==> src/verilog/rng_consts.svh <==
// Constants of the oscillator-sampling random source: offsets, fields, resets, timing.
// Included by the design modules rng_mem and rng_top; definitions only.
`ifndef RNG_CONSTS_SVH
`define RNG_CONSTS_SVH

// Register byte addresses on APB
`define RNG_OFF_DATA     8'h00
`define RNG_OFF_STATUS   8'h04
`define RNG_OFF_LOWER    8'h08
`define RNG_OFF_UPPER    8'h0C
`define RNG_OFF_EVENTS   8'h10
`define RNG_OFF_COUNT    8'h14
`define RNG_OFF_DIRECT   8'h18

// Status/command register fields
`define RNG_ST_READY     0
`define RNG_ST_FAIL      1
`define RNG_ST_BUSERR    2
`define RNG_ST_GEN       3
`define RNG_ST_ALARM     4
`define RNG_CMD_MRESET   7

// Reset values of the limit registers
`define RNG_LOWER_RST    8'h14
`define RNG_UPPER_RST    8'h2F

// Number geometry: 536 bits as 67 bytes
`define RNG_NUM_BYTES    7'h43
`define RNG_LAST_BYTE    7'h42
`define RNG_BYTE_BITS    8
// Phase-noise edges per latched byte
`define RNG_STROBE_EDGES 6'h20

// Timing
`define RNG_CLK_KHZ      20000
`define RNG_FAST_KHZ     8000
`define RNG_NOISE_KHZ    1
`define RNG_FAST_HALF    ((`RNG_CLK_KHZ / (2 * `RNG_FAST_KHZ)) < 1 ? 1 : (`RNG_CLK_KHZ / (2 * `RNG_FAST_KHZ)))
`define RNG_NOISE_HALF   (`RNG_CLK_KHZ / (2 * `RNG_NOISE_KHZ))

`endif

==> src/verilog/rng_pkg.sv <==
// Types shared by the random source modules.
// Assumes a plain APB3 master with 32-bit data.
package rng_pkg;

  typedef struct packed {
    logic        psel;
    logic        penable;
    logic        pwrite;
    logic [7:0]  paddr;
    logic [31:0] pwdata;
  } rng_apb_req_type;

  typedef struct packed {
    logic [31:0] prdata;
    logic        pready;
    logic        pslverr;
  } rng_apb_rsp_type;

endpackage

==> src/verilog/rng_buf.sv <==
// Two-entry byte buffer between the sampler and the number store.
// Assumes the source pauses while in_ready is low.
`timescale 1ns/1ps
module rng_buf (
  // Clock and reset
  input  wire logic       clk,
  input  wire logic       rst,
  input  wire logic       flush,
  // Filling side
  input  wire logic       in_valid,
  output logic            in_ready,
  input  wire logic [7:0] in_data,
  // Draining side
  output logic            out_valid,
  input  wire logic       out_ready,
  output logic [7:0]      out_data
);
  import rng_pkg::*;

  typedef struct packed {
    logic [1:0][7:0] d;
    logic [1:0]      cnt;
  } rng_buf_state_type;

  rng_buf_state_type st_ff;
  rng_buf_state_type nxt_st;
  logic              push;
  logic              pop;

  assign in_ready  = (st_ff.cnt != 2'h2);
  assign out_valid = (st_ff.cnt != 2'h0);
  assign out_data  = st_ff.d[0];
  assign push      = in_valid & in_ready;
  assign pop       = out_valid & out_ready;

  always_comb begin
    nxt_st = st_ff;
    if (pop) begin
      nxt_st.d[0] = st_ff.d[1];
    end
    if (push) begin
      if (st_ff.cnt == 2'h0 || (st_ff.cnt == 2'h1 && pop)) begin
        nxt_st.d[0] = in_data;
      end else begin
        nxt_st.d[1] = in_data;
      end
    end
    nxt_st.cnt = st_ff.cnt + {1'b0, push} - {1'b0, pop};
    if (flush) begin
      nxt_st.cnt = 2'h0;
    end
  end

  always_ff @(posedge clk) begin
    if (rst) begin
      st_ff <= '0;
    end else begin
      st_ff <= nxt_st;
    end
  end
endmodule

==> src/verilog/rng_mem.sv <==
// Store for the 67 bytes of one random number, registered read port.
// Assumes one write and one read address per cycle; clr zeroes every entry.
`timescale 1ns/1ps
`include "rng_consts.svh"
module rng_mem (
  // Clock and reset
  input  wire logic       clk,
  input  wire logic       rst,
  input  wire logic       clr,
  // Write port
  input  wire logic       we,
  input  wire logic [6:0] waddr,
  input  wire logic [7:0] wdata,
  // Read port
  input  wire logic [6:0] raddr,
  output logic [7:0]      rdata
);
  import rng_pkg::*;

  typedef struct packed {
    logic [66:0][7:0] d;
    logic [7:0]       q;
  } rng_mem_state_type;

  rng_mem_state_type st_ff;
  rng_mem_state_type nxt_st;
  logic [66:0][7:0]  nxt_ent;

  genvar i;
  generate
    for (i = 0; i < 67; i++) begin : g_ent
      assign nxt_ent[i] = clr ? 8'h00 : ((we && waddr == 7'(i)) ? wdata : st_ff.d[i]);
    end
  endgenerate

  always_comb begin
    nxt_st   = st_ff;
    nxt_st.d = nxt_ent;
    nxt_st.q = (raddr < `RNG_NUM_BYTES) ? st_ff.d[raddr] : 8'h00;
  end

  always_ff @(posedge clk) begin
    if (rst) begin
      st_ff <= '0;
    end else begin
      st_ff <= nxt_st;
    end
  end

  assign rdata = st_ff.q;
endmodule

==> src/verilog/rng_top.sv <==
// Oscillator-sampling true random source with APB register access.
// Assumes one 20 MHz clock; oscillator pins are sampled as synchronous inputs.
//
// Summary of operation
// Sample fast oscillator on each phase-noise rising edge; sample drives test pin.
// Noise select 0: internal phase-noise oscillator driven out; 1: pin is input.
// Fast select 0: internal 10 MHz oscillator (half the clock) driven out; 1: pin is input.
// Build a 536-bit number and deliver it as 67 bytes.
// Run a 4-bit run-up test against host-programmed lower and upper limits.
// Byte-ready and alarm appear on pins and in the status register.
// Host can read the direct byte and the accumulated statistics.
// Byte-ready asserts when test passes with 67 bytes; clears after 67th data read.
// Alarm asserts on test failure or bus error; only master reset clears it.
// Master reset clears commands, data, counts; keeps the limit registers.
// Test strobe rises as each byte is latched; period is 32 noise periods; held high while the buffer is full.
// One sampled bit shifts in per noise edge; byte is eight consecutive bits; no shift while the buffer is full.
`timescale 1ns/1ps
`include "rng_consts.svh"
module rng_top #(
  parameter int NOISE_HALF = `RNG_NOISE_HALF
) (
  // Clock and reset
  input  wire logic             CLK_SYS,
  input  wire logic             RST,
  // Fast oscillator pin
  input  wire logic             FAST_OSC_SELECT,
  input  wire logic             FAST_OSC_I,
  output logic                  FAST_OSC_O,
  output logic                  FAST_OSC_OE,
  // Phase-noise oscillator pin
  input  wire logic             NOISE_SOURCE_SELECT,
  input  wire logic             PHASE_NOISE_OSC_I,
  output logic                  PHASE_NOISE_OSC_O,
  output logic                  PHASE_NOISE_OSC_OE,
  // Test and flag pins
  output logic                  SAMPLED_BIT_TEST,
  output logic                  TEST_STROBE,
  output logic                  BYTE_READY_FLAG_N,
  output logic                  ALARM_N,
  // Register bus
  input  rng_pkg::rng_apb_req_type APB_REQ,
  output rng_pkg::rng_apb_rsp_type APB_RSP
);
  import rng_pkg::*;

  localparam logic [3:0]  FAST_LAST  = 4'(`RNG_FAST_HALF - 1);
  localparam logic [15:0] NOISE_LAST = 16'(NOISE_HALF - 1);

  typedef struct packed {
    logic [3:0]  fast_cnt;
    logic        fast_osc;
    logic [15:0] noise_cnt;
    logic        noise_osc;
    logic        noise_prev;
    logic        sample;
    logic [7:0]  shift;
    logic [4:0]  edge_cnt;
    logic [7:0]  direct;
    logic        gen_en;
    logic [6:0]  wr_idx;
    logic [6:0]  rd_idx;
    logic [7:0]  events;
    logic        ready;
    logic        fail;
    logic        bus_err;
    logic [7:0]  lower;
    logic [7:0]  upper;
    logic [31:0] prdata;
    logic        slverr;
  } rng_state_type;

  rng_state_type st_ff;
  rng_state_type nxt_st;

  logic       sel_fast;
  logic       sel_noise;
  logic       noise_rise;
  logic       alarm;
  logic       buf_in_valid;
  logic       buf_in_ready;
  logic [7:0] buf_in_data;
  logic       buf_out_valid;
  logic       buf_out_ready;
  logic [7:0] buf_out_data;
  logic       mem_we;
  logic [7:0] mem_rdata;
  logic       setup;
  logic       access;
  logic       mreset;
  logic [7:0] addr;

  // Oscillator source selection; enables stay high while this end drives
  assign sel_fast           = FAST_OSC_SELECT ? FAST_OSC_I : st_ff.fast_osc;
  assign FAST_OSC_O         = st_ff.fast_osc;
  assign FAST_OSC_OE        = ~FAST_OSC_SELECT;
  assign sel_noise          = NOISE_SOURCE_SELECT ? PHASE_NOISE_OSC_I : st_ff.noise_osc;
  assign PHASE_NOISE_OSC_O  = st_ff.noise_osc;
  assign PHASE_NOISE_OSC_OE = ~NOISE_SOURCE_SELECT;
  assign noise_rise         = sel_noise & ~st_ff.noise_prev;

  // Pins
  assign SAMPLED_BIT_TEST  = st_ff.sample;
  assign TEST_STROBE       = ~st_ff.edge_cnt[4];
  assign alarm             = st_ff.fail | st_ff.bus_err;
  assign BYTE_READY_FLAG_N = ~st_ff.ready;
  assign ALARM_N           = ~alarm;

  // Byte leaves the sampler on the last of 32 noise edges; a full buffer pauses the count
  assign buf_in_valid = noise_rise & (st_ff.edge_cnt == 5'h1F);
  assign buf_in_data  = {st_ff.shift[6:0], sel_fast};

  // Store drains only while collecting; stalls here back up into the sampler
  assign buf_out_ready = st_ff.gen_en & ~st_ff.ready & ~alarm & (st_ff.wr_idx < `RNG_NUM_BYTES);
  assign mem_we        = buf_out_valid & buf_out_ready;

  // APB phases
  assign addr   = APB_REQ.paddr;
  assign setup  = APB_REQ.psel & ~APB_REQ.penable;
  assign access = APB_REQ.psel & APB_REQ.penable;
  assign mreset = access & APB_REQ.pwrite & ~st_ff.slverr & (addr == `RNG_OFF_STATUS)
                & APB_REQ.pwdata[`RNG_CMD_MRESET];

  // Zero wait states: read data was prepared in the setup cycle
  assign APB_RSP.prdata  = st_ff.prdata;
  assign APB_RSP.pready  = APB_REQ.penable;
  assign APB_RSP.pslverr = access & st_ff.slverr;

  rng_buf u_buf (
    .clk       (CLK_SYS),
    .rst       (RST),
    .flush     (mreset),
    .in_valid  (buf_in_valid),
    .in_ready  (buf_in_ready),
    .in_data   (buf_in_data),
    .out_valid (buf_out_valid),
    .out_ready (buf_out_ready),
    .out_data  (buf_out_data)
  );

  rng_mem u_mem (
    .clk   (CLK_SYS),
    .rst   (RST),
    .clr   (mreset),
    .we    (mem_we),
    .waddr (st_ff.wr_idx),
    .wdata (buf_out_data),
    .raddr (st_ff.rd_idx),
    .rdata (mem_rdata)
  );

  always_comb begin
    nxt_st = st_ff;

    // Internal oscillators as free-running counter-driven square waves
    if (st_ff.fast_cnt == FAST_LAST) begin
      nxt_st.fast_cnt = 4'h0;
      nxt_st.fast_osc = ~st_ff.fast_osc;
    end else begin
      nxt_st.fast_cnt = st_ff.fast_cnt + 4'h1;
    end
    if (st_ff.noise_cnt == NOISE_LAST) begin
      nxt_st.noise_cnt = 16'h0000;
      nxt_st.noise_osc = ~st_ff.noise_osc;
    end else begin
      nxt_st.noise_cnt = st_ff.noise_cnt + 16'h0001;
    end
    nxt_st.noise_prev = sel_noise;

    // Sampling flip-flop and shift register
    if (noise_rise) begin
      nxt_st.sample = sel_fast;
      if (buf_in_ready) begin
        nxt_st.shift    = buf_in_data;
        nxt_st.edge_cnt = st_ff.edge_cnt + 5'h01;
        if (buf_in_valid) begin
          nxt_st.direct = buf_in_data;
        end
      end
    end

    // Collection and run-up counting; an event is a later nibble above the earlier one
    if (mem_we) begin
      nxt_st.wr_idx = st_ff.wr_idx + 7'h01;
      if (buf_out_data[3:0] > buf_out_data[7:4]) begin
        nxt_st.events = st_ff.events + 8'h01;
      end
    end

    // Verdict once the whole number is stored
    if (st_ff.gen_en && !st_ff.ready && !st_ff.fail && st_ff.wr_idx == `RNG_NUM_BYTES) begin
      if (st_ff.events >= st_ff.lower && st_ff.events <= st_ff.upper) begin
        nxt_st.ready  = 1'b1;
        nxt_st.rd_idx = 7'h00;
      end else begin
        nxt_st.fail = 1'b1;
      end
    end

    // Setup cycle: decode and stage read data
    if (setup) begin
      nxt_st.prdata = 32'h0000_0000;
      nxt_st.slverr = 1'b0;
      case (addr)
        `RNG_OFF_DATA: begin
          nxt_st.slverr = APB_REQ.pwrite;
          nxt_st.prdata = st_ff.ready ? {24'h00_0000, mem_rdata} : 32'h0000_0000;
        end
        `RNG_OFF_STATUS: begin
          nxt_st.prdata[`RNG_ST_READY]  = st_ff.ready;
          nxt_st.prdata[`RNG_ST_FAIL]   = st_ff.fail;
          nxt_st.prdata[`RNG_ST_BUSERR] = st_ff.bus_err;
          nxt_st.prdata[`RNG_ST_GEN]    = st_ff.gen_en;
          nxt_st.prdata[`RNG_ST_ALARM]  = alarm;
        end
        `RNG_OFF_LOWER: begin
          nxt_st.prdata = {24'h00_0000, st_ff.lower};
        end
        `RNG_OFF_UPPER: begin
          nxt_st.prdata = {24'h00_0000, st_ff.upper};
        end
        `RNG_OFF_EVENTS: begin
          nxt_st.slverr = APB_REQ.pwrite;
          nxt_st.prdata = {24'h00_0000, st_ff.events};
        end
        `RNG_OFF_COUNT: begin
          nxt_st.slverr = APB_REQ.pwrite;
          nxt_st.prdata = {25'h000_0000, st_ff.wr_idx};
        end
        `RNG_OFF_DIRECT: begin
          nxt_st.slverr = APB_REQ.pwrite;
          nxt_st.prdata = {24'h00_0000, st_ff.direct};
        end
        default: begin
          nxt_st.slverr = 1'b1;
        end
      endcase
    end

    // Access cycle: the transfer completes here
    if (access) begin
      if (st_ff.slverr) begin
        nxt_st.bus_err = 1'b1;
      end else if (APB_REQ.pwrite) begin
        case (addr)
          `RNG_OFF_STATUS: nxt_st.gen_en = APB_REQ.pwdata[`RNG_ST_GEN];
          `RNG_OFF_LOWER:  nxt_st.lower  = APB_REQ.pwdata[7:0];
          `RNG_OFF_UPPER:  nxt_st.upper  = APB_REQ.pwdata[7:0];
          default:         nxt_st.gen_en = st_ff.gen_en;
        endcase
      end else if (addr == `RNG_OFF_DATA && st_ff.ready) begin
        nxt_st.rd_idx = st_ff.rd_idx + 7'h01;
        if (st_ff.rd_idx == `RNG_LAST_BYTE) begin
          // Number consumed: start collecting the next one
          nxt_st.ready  = 1'b0;
          nxt_st.rd_idx = 7'h00;
          nxt_st.wr_idx = 7'h00;
          nxt_st.events = 8'h00;
        end
      end
    end

    // Master reset keeps the limits so software need not reload them
    if (mreset) begin
      nxt_st.gen_en   = 1'b0;
      nxt_st.wr_idx   = 7'h00;
      nxt_st.rd_idx   = 7'h00;
      nxt_st.events   = 8'h00;
      nxt_st.ready    = 1'b0;
      nxt_st.fail     = 1'b0;
      nxt_st.bus_err  = 1'b0;
      nxt_st.direct   = 8'h00;
      nxt_st.shift    = 8'h00;
      nxt_st.edge_cnt = 5'h00;
    end
  end

  always_ff @(posedge CLK_SYS) begin
    if (RST) begin
      st_ff       <= '0;
      st_ff.lower <= `RNG_LOWER_RST;
      st_ff.upper <= `RNG_UPPER_RST;
    end else begin
      st_ff <= nxt_st;
    end
  end
endmodule
==> config.mk <==
export PLATFORM = sky130hd
export DESIGN_NAME = rng_top
export DESIGN_NICKNAME = d
export VERILOG_FILES = /design/src/verilog/rng_pkg.sv /design/src/verilog/rng_buf.sv /design/src/verilog/rng_mem.sv /design/src/verilog/rng_top.sv
export VERILOG_INCLUDE_DIRS = /design/src /design/src/verilog
export SDC_FILE = /design/constraint.sdc
export NUM_CORES = 2
export LEC_CHECK = 0
export BUFFER_PORTS_ARGS = -buffer_cell sky130_fd_sc_hd__buf_2
export CAP_MARGIN = 20
export CORE_MARGIN = 3
export CORE_UTILIZATION = 55
export DETAILED_ROUTE_END_ITERATION = 10
export PLACE_DENSITY = 0.78
export SLEW_MARGIN = 20
export SYNTH_ARGS = -nofsm -noshare
export SYNTH_HDL_FRONTEND = slang
export SYNTH_SLANG_ARGS = --single-unit
==> constraint.sdc <==
create_clock -name CLK_SYS -period 2.64 [get_ports CLK_SYS]
set_input_delay 0.528 -clock CLK_SYS [delete_from_list [all_inputs] [get_ports CLK_SYS]]
set_output_delay 0.528 -clock CLK_SYS [all_outputs]
set_load 0.01 [all_outputs]
Word-level counts from Yosys, hierarchy flattened
Cells that the tools add are included.
{ "word_totals": {"regBits": 681, "input_bits": 49, "elab_cells": 330, "out_inout_bits": 42} }
{ "op_classes": {"add_sub_neg": 8, "n_bitwise": 28, "eq_ne": 78, "n_mux": 24, "reduce_logical": 95, "order_cmp": 6} }
{ "ops": {"columns": ["operator", "n"], "rows": [
  ["equality test 7 x 6 -> 1 bit (second input constant)", 32],
  ["2-to-1 mux 23 bit", 5],
  ["equality test 7 x 5 -> 1 bit (second input constant)", 16],
  ["logical AND 1 bit", 73],
  ["binary-select mux 8 bit (select 7 bit)", 1],
  ["equality test 7 x 4 -> 1 bit (second input constant)", 8],
  ["2-to-1 mux 8 bit", 7],
  ["equality test 7 bit (second input constant)", 5],
  ["one-hot mux 5 bit (7 select lines)", 1],
  ["equality test 7 x 3 -> 1 bit (second input constant)", 4],
  ["equality test 8 x 5 -> 1 bit (second input constant)", 3],
  ["2-to-1 mux 7 bit", 3],
  ["one-hot mux 3 bit (6 select lines)", 1],
  ["adder 16 x 1 -> 16 bit (second input constant)", 1],
  ["equality test 16 x 14 -> 1 bit (second input constant)", 1],
  ["equality test 8 x 4 -> 1 bit (second input constant)", 2],
  ["adder 7 x 1 -> 7 bit (second input constant)", 2],
  ["bitwise AND 1 bit", 14],
  ["equality test 7 x 2 -> 1 bit (second input constant)", 2],
  ["< comparator 7 bit (second input constant)", 2],
  ["inverter 1 bit", 13],
  ["AND reduction 4 bit", 3],
  ["adder 8 x 1 -> 8 bit (second input constant)", 1],
  ["equality test 8 x 3 -> 1 bit (second input constant)", 1],
  ["other kinds (28)", 38]
]} }

Logic depth before layout (Yosys ltp)
{ "depth": {"depth_word": 11, "ltp_mapped": 12, "ltp_nobuf": 9} }

Cells and area by module
Synthesis repeated with hierarchy kept, for this count alone.
{ "unflattened": {"hier_cells": 3571, "hier_area_um2": 30504.3} }
{ "by_module_without_submodules": {"columns": ["mod", "seq_area_each_um2", "cells_each", "n_inst", "area_per_inst_um2"], "rows": [
  ["rng_mem", 10890.4, 2819, 1, 24235.7],
  ["rng_top", 1901.8, 648, 1, 5351.4],
  ["rng_buf", 360.3, 104, 1, 917.1]
]} }

Worst setup path after synthesis
Ideal clock, no wire load.
{ "synth_path": {"path_kind": "register to register", "from": "register st_ff[60] (netlist bit)", "to": "register st_ff[60] (netlist bit)", "t_required_ps": 2566, "n_path_buf": 5, "setup_ps": 74, "stages_incl_launch_ff": 13, "t_arrival_ps": 2614, "setup_slack_ps": -48, "period_less_slack_ps": 2688, "path_cell_list": "dfxtp_1 -> buf_4 -> buf_2 -> buf_2 -> buf_2 -> inv_1 -> ha_1 -> nand4_1 -> nor2_1 -> or2_2 -> clkbuf_1 -> or3_1 -> o21ai_0"} }
{ "synth_between": {"elab_chain_cells": 6, "word_cells_on_any_way": 9, "classes_between": "add/sub (1); eq/ne (1); mux (7)"} }
{ "synth_rtl": {"columns": ["element", "line_no", "text"], "rows": [
  ["start: declaration", "rng_top.sv:72", "rng_state_type st_ff;"],
  ["start signal: assignment", "rng_top.sv:283", "st_ff <= nxt_st;"],
  ["adder 7 x 1 -> 7 bit, or another cell as far along", "rng_top.sv:251", "nxt_st.rd_idx = st_ff.rd_idx + 7'h01;"],
  ["2-to-1 mux 23 bit / 2-to-1 mux 7 bit (equally long branches)", "rng_top.sv:252, rng_top.sv:190", null],
  ["2-to-1 mux 23 bit", "rng_top.sv:250", "end else if (addr == `RNG_OFF_DATA && st_ff.ready) begin"],
  ["2-to-1 mux 23 bit", "rng_top.sv:243", "end else if (APB_REQ.pwrite) begin"],
  ["2-to-1 mux 23 bit", "rng_top.sv:241", "if (st_ff.slverr) begin"],
  ["2-to-1 mux 23 bit (*)", "rng_top.sv:240", "if (access) begin"]
]} }
Mark *: on every way between the ends. The rest lies on a longest branch, timed or not.
A chain may end at the register's enable or synchronous reset.

Worst setup path in the final report
{ "layout_path": {"from": "register st_ff[60] (netlist bit)", "to": "register u_mem.st_ff (netlist bit u_mem.rdata[4])"} }
{ "layout_between": {"elab_chain_cells": 3, "word_cells_on_any_way": 5, "classes_between": "order compare (1); mux (2); bitwise (1); reduce/logical (1)"} }
{ "layout_rtl": {"columns": ["element", "line_no", "text"], "rows": [
  ["branches (longest 3 deep; another with binary-select mux 8 bit (select 7 bit))", null, null],
  ["end signal: assignment", "rng_mem.sv:46", "st_ff <= nxt_st;"],
  ["end: declaration", "rng_mem.sv:25", "rng_mem_state_type st_ff;"]
]} }
Several ways; the timed one is not identified. The select of a mux whose other input is x is not followed.

==> metrics.yaml <==
dr.pass1.iters: 8
synth_top_family_by_area: "simple AND/OR/NAND/NOR gates"
synth-edff-count: 0
yosysSeqAreaShare_pct: 44.0
timing.hold.ws_ns: 0.168
fin_crit_sh_pct: 98.9
clk_pin_slew_worst_paths_ns: 0.06
grt_pass1_wl_um: 137000
viasPerCell: 6.21
post-route-util_pct: 64.1
status: "finished clean"
drt-initial-drc-count: 2938
initial_core_util_pct: 56.1
timing.fmax_ghz: 0.383
nets: 3635
critPathLaunchType: "register"
clock-root-buffer: "clkbuf_16"
holdBufCountCts: 0
grt_overflow: 0
worst_slack_ns: 0.0289
synthAdderAreaFrac_pct: 1.42
fin_cells: 4286
area_growth_pct: 14.2
cts_tree: "done"
synthCells: 3517
fillers: 4239
hold_class: "in -> reg"
ir_drop_uv: 469
cts_buffers: 68
synth_xor_area_share_pct: 0.880
slew_violations: 0
cp.arrival_ns: 3.02
clockBufferDepth: 3
fp.dieH_um: 239
synthSimpleGateAreaFrac_pct: 21.2
avgRoutedWirePerCell_um: 20.6
worstPathRequired_ns: 3.05
die_x_um: 239
clock_skew_ns: 0.0214
finalSetupTns_ns: 0
io_pins: 91
avgSynthCellArea_um2: 8.49
ys_ff_latch: 657
grt_usage_pct: 29.9
slew_headroom_pct: 30.8
dp.cells: 4166
grt_max_degree: 69
crit_path_end_kind: "register"
power_density_nw_per_um2: 587
max-cap-violations: 0
die_area_um2: 57100
placed_area_um2: 31800
clock-sinks: 657
htree_levels: 3
place_ws_ns: -0.0916
setup_viol: 0
fin_area_um2: 34100
ys_warn_count: 0
grt_pass1_vias: 25200
path_class: "reg -> reg"
antenna_found_initial: 3
core-area_um2: 53200
finalPower_mw: 20.0
clk_latency_ns: 0.60
gp_congestion: 0.948
post-route-min-period_ns: 2.61
fp-row-count: 84
hpwl_um: 56400
cp_max_fo: 30
p_leak_nw: 11.9
synth_cell_types: 68
ys.flop_type: "dfxtp_1"
layout-drive-gt1-share_pct: 15.3
drc_errors: 0
hold_violations: 0
tightest_slew_ns: 1.04
wl_um: 88300
synth_compound_area_share_pct: 12.9
portBuffers: 42
rsz0062_at_grt: "false"
synth_mux_area_share_pct: 13.6
postRouteAntennaNets: 0
ys_async_sr_fraction_pct: 0
num_vias: 26600
syn_area_um2: 29900
## flip-flops by register name (all words and copies together), names as in the netlist, 7 cells and up
register        count
u_mem.st_ff       536
u_mem.rdata         8
st_ff              77
buf_in_data         7
u_buf.out_data      8
u_buf.st_ff        10
APB_RSP             8
## routing by layer
layer  global-route usage [%]  up-vias  wire (um)
met5                        0        -         28
met2                     48.3     1357      41200
met4                     15.6        4       4050
met3                     5.47      279       8310
li1                         -    12200          -
met1                     38.3    12700      34700
## cells by family after synthesis
family	after synthesis
XOR/XNOR	30
AND/OR/NAND/NOR	1450
flip-flops	657
other	1
buffers and inverters	392
AO/OA/AOI/OAI	691
adder cells (fa/ha/maj)	34
multiplexers	262
## power breakdown
group	internal, mW	switching, mW	leakage [nW]	total [mW]
Clock	5.76	3.90	1.12	9.65
Sequential	9.92	0.0121	5.30	9.93
Combinational	0.148	0.281	5.44	0.429
Total	15.8	4.19	11.9	20.0
## cell type report
class | count | area (um^2) | share of cell area, %
antenna | 1 | 2.50 | 0.00734
tap | 688 | 861 | 2.53
sequential | 657 | 13200 | 38.6
clock buffer | 103 | 2140 | 6.28
clock inverter | 12 | 110 | 0.323
timing repair buffer | 282 | 2500 | 7.32
inverter | 51 | 191 | 0.562
multi-input combinational | 2492 | 15100 | 44.4
## repair_timing
item / in CTS / in global routing
gates resized for setup: 0 / 8
setup buffers: 0 / 2
endpoints found under the setup margin: 0 / 55
## path summary, 6_finish.rpt
check             slack (ns)        startpoint               end  cells after the start
hold reg to reg         0.45  u_mem.st_ff[302]  u_mem.st_ff[302]                      2
hold / removal          0.17        APB_REQ[0]         st_ff[33]                      3
setup / recovery        0.03         st_ff[60]    u_mem.rdata[4]                      6
setup reg to reg        0.03         st_ff[60]    u_mem.rdata[4]                      6
## cell usage after synthesis (all sizes together) (3+ instances only)
cell,number,area [um^2]
nand2,752,2820
dfxtp,657,13200
a21oi,526,2630
nand3,396,1980
clkbuf,176,661
nor2,172,661
buf,165,907
mux2i,136,1360
mux4,115,2590
inv,51,191
o21ai,45,229
ha,34,425
nand4,25,156
and2,22,138
a22o,19,166
a22oi,19,143
a211oi,18,135
nor2b,18,113
xor2,17,149
xnor2,13,114
nor4,12,90.1
a221oi,11,96.3
and3,11,68.8
mux2,11,124
o22ai,10,62.6
nor3,8,51.3
o31ai,8,60.1
o211ai,7,52.6
or3,6,37.5
o21a,5,37.5
or4,5,41.3
a31oi,4,31.3
and4,4,35.0
nand2b,4,25.0
nand3b,4,30.0
o32ai,3,26.3
or2,3,18.8
## placed cells by master, fill, tap and decap left out, types with 11 or more instances in the layout
cell type,netlist,routed
buf_4,43,201
conb_1,1,24
and3_1,11,11
xnor2_1,13,13
nand3_1,396,396
buf_12,0,37
mux2_2,11,11
mux4_2,115,115
clkbuf_8,0,20
nor2_1,170,169
nand2_1,752,750
nor2b_1,18,17
a211oi_1,18,17
clkbuf_16,0,74
o21ai_0,43,43
buf_2,95,42
mux2i_1,136,136
xor2_1,17,17
ha_1,34,34
inv_1,51,51
a22o_1,19,19
a21oi_1,526,526
dfxtp_1,657,647
and2_1,19,19
a22oi_1,19,18
nand4_1,25,25
## worst max-delay path: stages (launching register included)
cell     delay, ns
dfxtp_4       0.55
buf_12        0.31
mux4_2        0.56
a22oi_1       0.35
nand2_1       0.16
nand3_1       0.22
nand4_1       0.24
(Power assumes the default switching activity.)
